==> src/common/air_cfg.svh <==
/*
 * Constants of the interrupt, fault and tuning register slice: offsets,
 * field positions, reset values and timing counts.
 * Assumes a 200 MHz sys_clk; included by bare name.
 */
`ifndef AIR_CFG_SVH
`define AIR_CFG_SVH

// Register offsets on the control port
`define AIR_OFS_RATIO_HIGH 8'h40
`define AIR_OFS_RATIO_LOW 8'h41
`define AIR_OFS_INT_CFG 8'h42
`define AIR_OFS_MUTE_CFG 8'h4B
`define AIR_OFS_TUNE_CFG 8'h4E

// Reset value shared by every register
`define AIR_RESET_VAL 8'h00

// Interrupt configuration fields
`define AIR_INTERRUPT_POLARITY_BIT 7
`define AIR_INT_EVT_HI 6
`define AIR_INT_EVT_LO 5
`define AIR_FLT_PD_HI 4
`define AIR_FLT_PD_LO 3
`define AIR_LTCH_FILT_BIT 2
`define AIR_RCV_BIT 1
`define AIR_CLR_READ_BIT 0

// Overload mute fields; other bits reserved
`define AIR_MUTE_CH1_BIT 4
`define AIR_MUTE_CH2_BIT 3
`define AIR_MUTE_WR_MASK 8'hF8

// Power tuning fields; bits 1-0 read only
`define AIR_TUNE_CLK_BIT 7
`define AIR_TUNE_CIC_BIT 6
`define AIR_TUNE_FIR_BIT 5
`define AIR_TUNE_LPF_BIT 2
`define AIR_TUNE_WR_MASK 8'hFC

// Ratio field widths
`define AIR_RATIO_HIGH_W 6
`define AIR_RATIO_W 14

// Number of interrupt sources in the latch group
`define AIR_NUM_IRQ 8

// Pulse timing: 2 ms on, 4 ms period
`define AIR_CLK_MHZ 200
`define AIR_PULSE_US 2000
`define AIR_PERIOD_US 4000
`define AIR_PULSE_CYC (`AIR_PULSE_US * `AIR_CLK_MHZ)
`define AIR_PERIOD_CYC (`AIR_PERIOD_US * `AIR_CLK_MHZ)

`endif

==> src/common/air_pkg.sv <==
/*
 * Types of the interrupt, fault and tuning register slice.
 * Assumes nothing beyond the compiler.
 */
package air_pkg;

    // Interrupt output modes
    typedef enum logic [1:0] {
        AIR_EVT_LATCHED = 2'b00,
        AIR_EVT_LIVE = 2'b01,
        AIR_EVT_REPEAT = 2'b10,
        AIR_EVT_ONESHOT = 2'b11
    } air_evt_mode_t;

    // Fault power-down selection
    typedef enum logic [1:0] {
        AIR_PD_IGNORE = 2'b00,
        AIR_PD_UNMASKED = 2'b01,
        AIR_PD_ALL = 2'b10,
        AIR_PD_RSVD = 2'b11
    } air_pd_mode_t;

    typedef logic [7:0] air_byte_t;

endpackage

==> src/air_pulse_timer.sv <==
/*
 * Interrupt pulse shaper: drives the active level of the interrupt
 * according to the event mode.
 * Assumes one clock, synchronous reset and a shared clock enable.
 */
`timescale 1ns/1ps
`include "air_cfg.svh"

module air_pulse_timer
    import air_pkg::*;
(
    // Clock and reset
    input wire logic sysClk,
    input wire logic rst,
    input wire logic clkEn,
    // Controls
    input wire air_pkg::air_evt_mode_t evtMode,
    input wire logic latchedAny,
    input wire logic liveAny,
    input wire logic newEvent,
    // Result
    output logic irqActive
);

    logic [31:0] cnt_q;
    logic oneShotBusy_q;

    // Period counter for repeat mode, running only while a latched flag is set, reused as one-shot timer
    always_ff @(posedge sysClk) begin
        if (rst) begin
            cnt_q <= 32'h0000_0000;
            oneShotBusy_q <= 1'b0;
        end else if (clkEn) begin
            if (evtMode == AIR_EVT_ONESHOT) begin
                // A new event restarts the window instead of stacking
                if (newEvent) begin
                    cnt_q <= 32'h0000_0000;
                    oneShotBusy_q <= 1'b1;
                end else if (oneShotBusy_q) begin
                    if (cnt_q == 32'(`AIR_PULSE_CYC - 1)) begin
                        oneShotBusy_q <= 1'b0;
                    end
                    cnt_q <= cnt_q + 32'h0000_0001;
                end
            end else if (evtMode == AIR_EVT_REPEAT && latchedAny) begin
                oneShotBusy_q <= 1'b0;
                if (cnt_q >= 32'(`AIR_PERIOD_CYC - 1)) begin
                    cnt_q <= 32'h0000_0000;
                end else begin
                    cnt_q <= cnt_q + 32'h0000_0001;
                end
            end else begin
                cnt_q <= 32'h0000_0000;
                oneShotBusy_q <= 1'b0;
            end
        end
    end

    // Active level selection per mode
    always_comb begin
        unique case (evtMode)
            AIR_EVT_LATCHED: irqActive = latchedAny;
            AIR_EVT_LIVE: irqActive = liveAny;
            AIR_EVT_REPEAT: irqActive = latchedAny && (cnt_q < 32'(`AIR_PULSE_CYC));
            AIR_EVT_ONESHOT: irqActive = oneShotBusy_q;
        endcase
    end

endmodule

==> src/air_regs.sv <==
/*
 * Register slice of a two-channel audio converter: frame sync ratio
 * status, interrupt configuration, fault power-down policy, overload
 * mute and decimation power tuning.
 * Assumes a byte-wide synchronous control port (address, write strobe,
 * read strobe, data) and interrupt/fault sources from the core, all
 * synchronous to sys_clk.
 */
//
// Contract
// - Ratio upper six bits at 0x40
// - Ratio lower byte at 0x41
// - Polarity bit selects interrupt active level
// - Mode 0 follows unmasked latched flags
// - Mode 1 follows unmasked live conditions
// - Mode 2 pulses 2ms every 4ms
// - Mode 3 pulses 2ms per event
// - Fault power-down field selects fault source
// - Readback filter hides masked latched flags
// - Recovery bit holds channels down after fault
// - Clear-on-read policy respects live status
// - Channel 1 muted during overload recovery
// - Channel 2 muted during overload recovery
// - Bit 7 halves modulator clock
// - Bit 5 bypasses FIR stage
// - Bit 2 enables low power filter
`timescale 1ns/1ps
`include "air_cfg.svh"

module air_regs
    import air_pkg::*;
(
    // Clock, reset, enable
    input wire logic sys_clk,
    input wire logic rst,
    input wire logic clkEn,
    // Control port
    input wire logic [7:0] regAddr,
    input wire logic regWrite,
    input wire logic regRead,
    input wire logic [7:0] regWdata,
    output logic [7:0] regRdata,
    // Latched interrupt group access (register of the neighbouring slice)
    input wire logic latchRead,
    // Core status
    input wire logic [13:0] syncRatio,
    input wire logic [7:0] irqLive,
    input wire logic [7:0] irqMask,
    input wire logic [7:0] faultLive,
    input wire logic [1:0] overloadRecovery,
    // Interrupt and latch view
    output logic irqOut,
    output logic [7:0] latchView,
    // Channel controls
    output logic [1:0] chanPowerDown,
    output logic [1:0] chanMute,
    // Decimation tuning
    output logic modulatorClockHalve,
    output logic decimatorOrderSelect,
    output logic decimatorFirSkip,
    output logic lowPowerFilterEnable
);

    air_byte_t intCfg_q;
    air_byte_t muteCfg_q;
    air_byte_t tuneCfg_q;
    logic [13:0] ratio_q;
    logic [7:0] latched_q;
    logic [7:0] liveDly_q;
    logic [7:0] faultDly_q;
    logic [1:0] pdLatch_q;
    logic irqActive;
    logic latchedAny;
    logic liveAny;
    logic newEvent;
    logic [7:0] faultSel;
    logic faultNow;
    logic [7:0] liveRise;
    logic [7:0] clrMask;
    air_evt_mode_t evtMode;
    air_pd_mode_t pdMode;

    // Address match used by both read and write decode
    function automatic logic hit(input logic [7:0] a, input logic [7:0] ofs);
        hit = (a == ofs);
    endfunction

    assign evtMode = air_evt_mode_t'(intCfg_q[`AIR_INT_EVT_HI:`AIR_INT_EVT_LO]);
    assign pdMode = air_pd_mode_t'(intCfg_q[`AIR_FLT_PD_HI:`AIR_FLT_PD_LO]);

    // Writable registers; reserved read-only bits stay at zero
    always_ff @(posedge sys_clk) begin
        if (rst) begin
            intCfg_q <= `AIR_RESET_VAL;
            muteCfg_q <= `AIR_RESET_VAL;
            tuneCfg_q <= `AIR_RESET_VAL;
        end else if (clkEn && regWrite) begin
            if (hit(regAddr, `AIR_OFS_INT_CFG)) begin
                intCfg_q <= regWdata;
            end
            // Writable reserved bits are stored as written; software keeps them zero
            if (hit(regAddr, `AIR_OFS_MUTE_CFG)) begin
                muteCfg_q <= regWdata & `AIR_MUTE_WR_MASK;
            end
            if (hit(regAddr, `AIR_OFS_TUNE_CFG)) begin
                tuneCfg_q <= regWdata & `AIR_TUNE_WR_MASK;
            end
        end
    end

    // Ratio sampled every cycle; each byte read returns the sample taken the cycle before its strobe
    always_ff @(posedge sys_clk) begin
        if (rst) begin
            ratio_q <= 14'h0000;
        end else if (clkEn) begin
            ratio_q <= syncRatio;
        end
    end

    // Edge detection of live interrupt sources
    assign liveRise = irqLive & ~liveDly_q;
    assign newEvent = |(liveRise & irqMask);
    assign latchedAny = |(latched_q & irqMask);
    assign liveAny = |(irqLive & irqMask);

    // Clear on read: with live-aware policy a still-active source is kept
    assign clrMask = intCfg_q[`AIR_CLR_READ_BIT] ? 8'hFF : ~irqLive;

    // Latched flags; a new event wins over a read clear in the same cycle
    always_ff @(posedge sys_clk) begin
        if (rst) begin
            latched_q <= 8'h00;
            liveDly_q <= 8'h00;
        end else if (clkEn) begin
            liveDly_q <= irqLive;
            if (regRead && latchRead) begin
                latched_q <= (latched_q & ~clrMask) | liveRise;
            end else begin
                latched_q <= latched_q | liveRise;
            end
        end
    end

    // Latch readback, filtered by mask when requested
    always_ff @(posedge sys_clk) begin
        if (rst) begin
            latchView <= 8'h00;
        end else if (clkEn) begin
            latchView <= intCfg_q[`AIR_LTCH_FILT_BIT] ? (latched_q & irqMask) : latched_q;
        end
    end

    // Fault source selection for power-down; reserved code acts as ignore
    always_comb begin
        unique case (pdMode)
            AIR_PD_UNMASKED: faultSel = faultLive & irqMask;
            AIR_PD_ALL: faultSel = faultLive;
            default: faultSel = 8'h00;
        endcase
    end
    assign faultNow = |faultSel;

    // Channel power-down; manual recovery holds until the policy returns to auto
    always_ff @(posedge sys_clk) begin
        if (rst) begin
            pdLatch_q <= 2'b00;
            faultDly_q <= 8'h00;
            chanPowerDown <= 2'b00;
        end else if (clkEn) begin
            faultDly_q <= faultSel;
            if (faultNow) begin
                pdLatch_q <= 2'b11;
            end else if (!intCfg_q[`AIR_RCV_BIT]) begin
                pdLatch_q <= 2'b00;
            end
            chanPowerDown <= (faultNow || (intCfg_q[`AIR_RCV_BIT] && pdLatch_q != 2'b00)) ? 2'b11 : 2'b00;
        end
    end

    // Overload mute per channel
    always_ff @(posedge sys_clk) begin
        if (rst) begin
            chanMute <= 2'b00;
        end else if (clkEn) begin
            chanMute[0] <= muteCfg_q[`AIR_MUTE_CH1_BIT] & overloadRecovery[0];
            chanMute[1] <= muteCfg_q[`AIR_MUTE_CH2_BIT] & overloadRecovery[1];
        end
    end

    // Decimation tuning controls
    always_ff @(posedge sys_clk) begin
        if (rst) begin
            modulatorClockHalve <= 1'b0;
            decimatorOrderSelect <= 1'b0;
            decimatorFirSkip <= 1'b0;
            lowPowerFilterEnable <= 1'b0;
        end else if (clkEn) begin
            modulatorClockHalve <= tuneCfg_q[`AIR_TUNE_CLK_BIT];
            decimatorOrderSelect <= tuneCfg_q[`AIR_TUNE_CIC_BIT];
            decimatorFirSkip <= tuneCfg_q[`AIR_TUNE_FIR_BIT];
            lowPowerFilterEnable <= tuneCfg_q[`AIR_TUNE_LPF_BIT];
        end
    end

    // Mode-dependent shaping of the interrupt
    air_pulse_timer uTimer (
        .sysClk(sys_clk),
        .rst(rst),
        .clkEn(clkEn),
        .evtMode(evtMode),
        .latchedAny(latchedAny),
        .liveAny(liveAny),
        .newEvent(newEvent),
        .irqActive(irqActive)
    );

    // Output level; reset shows inactive for the low-polarity default
    always_ff @(posedge sys_clk) begin
        if (rst) begin
            irqOut <= 1'b1;
        end else if (clkEn) begin
            irqOut <= intCfg_q[`AIR_INTERRUPT_POLARITY_BIT] ? irqActive : ~irqActive;
        end
    end

    // Read data, registered one cycle after the read strobe; unmapped reads zero
    always_ff @(posedge sys_clk) begin
        if (rst) begin
            regRdata <= 8'h00;
        end else if (clkEn && regRead) begin
            if (hit(regAddr, `AIR_OFS_RATIO_HIGH)) begin
                regRdata <= {2'b00, ratio_q[13:8]};
            end else if (hit(regAddr, `AIR_OFS_RATIO_LOW)) begin
                regRdata <= ratio_q[7:0];
            end else if (hit(regAddr, `AIR_OFS_INT_CFG)) begin
                regRdata <= intCfg_q;
            end else if (hit(regAddr, `AIR_OFS_MUTE_CFG)) begin
                regRdata <= muteCfg_q;
            end else if (hit(regAddr, `AIR_OFS_TUNE_CFG)) begin
                regRdata <= tuneCfg_q;
            end else begin
                regRdata <= 8'h00;
            end
        end
    end

endmodule
==> config.mk <==
export PLATFORM = sky130hd
export DESIGN_NAME = air_regs
export DESIGN_NICKNAME = d
export VERILOG_FILES = /design/src/common/air_pkg.sv /design/src/air_pulse_timer.sv /design/src/air_regs.sv
export VERILOG_INCLUDE_DIRS = /design/src /design/src/common
export SDC_FILE = /design/constraint.sdc
export NUM_CORES = 1
export LEC_CHECK = 0
export ABC_AREA = 1
export BUFFER_PORTS_ARGS = -buffer_cell sky130_fd_sc_hd__buf_2
export CORE_ASPECT_RATIO = 1.75
export CORE_UTILIZATION = 51
export CTS_BUF_LIST = sky130_fd_sc_hd__clkbuf_8
export DETAILED_ROUTE_END_ITERATION = 10
export PLACE_DENSITY = 0.85
export SLEW_MARGIN = 20
export SYNTH_ARGS = -nofsm -noshare
export SYNTH_HDL_FRONTEND = slang
export SYNTH_SLANG_ARGS = --single-unit
==> constraint.sdc <==
create_clock -name sys_clk -period 2.3 [get_ports sys_clk]
set_clock_uncertainty 0.05 [all_clocks]
set_input_delay 0.46 -clock sys_clk [delete_from_list [all_inputs] [get_ports sys_clk]]
set_output_delay 0.46 -clock sys_clk [all_outputs]
set_load 0.1 [all_outputs]
==> impl_metrics.tcl <==
set metrics [dict create \
    nNetsFinal 1038 \
    synth_compound_area_share_pct 17.3 \
    p_switching_mw 1.10 \
    finalHoldViolations 0 \
    cp_slowest_stage_delay_ns 0.37 \
    dp_hpwl_mm 12.1 \
    cp-end-kind "flip-flop" \
    synth_fa_ha_area_share_pct 0.664 \
    dieArea_um2 11500 \
    nFillCells 1062 \
    worstSkewPairLatency_ns 0.37 \
    finalSetupViolCount 0 \
    cts_buffers 9 \
    syn_area_per_cell_um2 6.31 \
    maxSlewHeadroom_pct 66.4 \
    path_clk_slew_ns 0.10 \
    synth-simple-area-share_pct 34.9 \
    finalWirelength_mm 15.9 \
    core_um2 10800 \
    rsz0062_at_grt "no" \
    grt_pass1_vias 5465 \
    initial_core_util_pct 52.6 \
    intPower_mw 2.48 \
    grt_pass1_wl_mm 25.3 \
    dieHeight_um 141 \
    synth_xor_area_share_pct 0.155 \
    synth_edf_count 0 \
    seqPwrFrac_pct 54.3 \
    port_buffers 86 \
    drive_gt1_share_pct 13.3 \
    io_pins 87 \
    synth_mux_area_share_pct 0 \
    clock_sinks 107 \
    root_buffer "clkbuf_8" \
    synth_flop_cell "dfxtp_1" \
    hold_path.class "input pin to flip-flop" \
    rows 50 \
    critical_path_arrival_ns 2.23 \
    yosys_warnings 0 \
    vias 6100 \
    power_frac_comb_pct 14.8 \
    drtIter0Drc 416 \
    async_flop_share_pct 0 \
    area_growth_pct 13.1 \
    critical_path_class "flip-flop to flip-flop" \
    hold_path_depth 3 \
    worstRegToRegCells 12 \
    utilization_pct 59.5 \
    die_x_um 81.6 \
    antenna_found_initial 1 \
    cp_common_cell "nand2_1" \
    synth_area_leaders "dfxtp_1 (38%), nand2_1 (14%), nor2_1 (10%)" \
    drtPass1Iterations 5 \
    ctsHoldBuffers 0 \
    cts_setup_buffers 0 \
    seq_area_frac_synth_pct 37.9 \
    crit_path_max_fanout 6 \
    power_leakage_nw 2.64 \
    report.final.slew_viol_count 0 \
    cts_resized 0 \
    placed_cell_area_um2 6210 \
    cts_max_level 3 \
    slowest_stage "dfxtp_1" \
    synth_top_family_by_area "simple AND/OR/NAND/NOR gates" \
    ant_nets 0 \
    synthCells 896 \
    synth_largest_area_cell "dfxtp_1" \
    syn-cell-area_um2 5660 \
    vdd_drop_max_v 0.000511 \
    vias_per_cell 5.50 \
    synth_cell_types 34 \
    wire_per_inst_um 14.3 \
    synth_seq_cells 107 \
    track_usage_pct 28.7 \
    tightest_slew_ns 0.507 \
    cp_data_required_time_ns 2.52 \
    drv_cap 0 \
    overflow 0 \
    max_freq_ghz 0.498 \
    final_cell_area_um2 6400 \
    cts_tree "done" \
    grt_max_degree 57 \
    drcViolationCount 0 \
    swShare_pct 30.7 \
    crit_path_cell_trace "ha_1 -> inv_1 -> nor2_2 -> nand2_2 -> nand2_1 -> nand2_1 -> nand2_1 -> nand2_1 -> nand2_2 -> nand2_1 -> o21ai_1 -> nor2_1" \
    period_share_pct 87.3 \
    syn_nets 961 \
    powerDensity_nw_per_um2 560 \
    yosysTopAreaCellShare_pct 37.9 \
    yosysMostFrequentCell "nand2_1" \
    clkPwrFrac_pct 30.9 \
    clockBufferDepth 2 \
    status "completed" \
    holdWs_ns 0.248 \
    min_period_ns 2.01 \
    tns_ns 0 \
    synth_common_cells "nand2_1 (213), nor2_1 (150), dfxtp_1 (107)" \
    crit_path_start_kind "flip-flop" \
    globalplace.congestion 0.952 \
]
[worst paths after layout]
check	end	start	slack, ns
setup / recovery	uTimer.cnt_q[4]	uTimer.cnt_q[0]	0.29
hold / removal	ratio_q[0]	syncRatio[0]	0.25
setup reg to reg	uTimer.cnt_q[4]	uTimer.cnt_q[0]	0.29
hold reg to reg	muteCfg_q[7]	muteCfg_q[7]	0.41
[state kept, by name (all words and copies together) (netlist names)]
register,count
uTimer.oneShotBusy_q,1
muteCfg_q,5
tuneCfg_q,6
intCfg_q,8
chanPowerDown,1
decimatorFirSkip,1
decimatorOrderSelect,1
pdLatch_q,1
chanMute,2
liveDly_q,8
uTimer.cnt_q,32
latched_q,8
regRdata,8
irqOut,1
ratio_q,14
modulatorClockHalve,1
lowPowerFilterEnable,1
latchView,8
[critical path: cells and delay by family (launching register included)]
kind,cells,cell delay (ns)
compound gates,1,0.18
fa+ha+maj,1,0.23
flops,1,0.37
simple gates,9,0.97
buf+inv,1,0.11
[cells in the final DEF (no fill, tap or decap), types with 8 or more instances in the layout]
master and count:
dfxtp_1 107, nor3_1 10, a31oi_1 11, nor2_1 150
clkbuf_8 10, nand2_1 213, inv_1 93, nand3_1 59
o21ai_0 91, a21oi_1 66, nand4_1 20, buf_4 8
buf_2 86
[per-layer routing]
| layer | global-route usage [%] | routed length [µm] | vias to the layer above |
|---|---|---|---|
| li1 | - | - | 3075 |
| met1 | 30.0 | 5950 | 2754 |
| met2 | 52.2 | 8440 | 211 |
| met3 | 3.22 | 645 | 60 |
| met4 | 18.4 | 878 | 0 |
| met5 | 0 | 0 | - |
[cell families (layout without fill, tap and decap cells)]
group                      count (synthesis)  count (layout)
xor gates and xnor gates                   1               1
buffers and inverters                    129             211
and+or+nand+nor                          471             471
adders and majority gates                  3               3
AOI/OAI and AO/OA                        185             185
DFF                                      107             107
other                                      0               1
[cell type report]
cell class | instances | area (µm²) | area share, %
multi-input cells | 660 | 3000 | 46.9
flip-flops and latches | 107 | 2140 | 33.5
repair buffers | 96 | 531 | 8.29
inverters | 99 | 372 | 5.81
well taps | 130 | 163 | 2.54
clock buffers | 10 | 138 | 2.15
clock inverters | 6 | 48.8 | 0.763
diodes | 1 | 2.50 | 0.0391
[power by group through the flow]
stage,registers [mW],logic [mW],clock network [mW]
4_1_cts,1.94,0.530,1.12
5_1_grt,1.95,0.575,1.20
2_1_floorplan,2.14,0.213,0
3_5_place_dp,1.99,0.527,0
6_report,1.95,0.532,1.11
3_3_place_gp,1.99,0.522,0
[metrics by stage]
step                setup WS (ns)  power [mW]  std cells
floorplan                   0.416        2.35        896
global placement            0.329        2.51       1092
detailed placement          0.258        2.51       1092
CTS                         0.319        3.59       1108
global route                0.170        3.73       1109
finish                      0.292        3.58       1109
(Power assumes the default switching activity.)
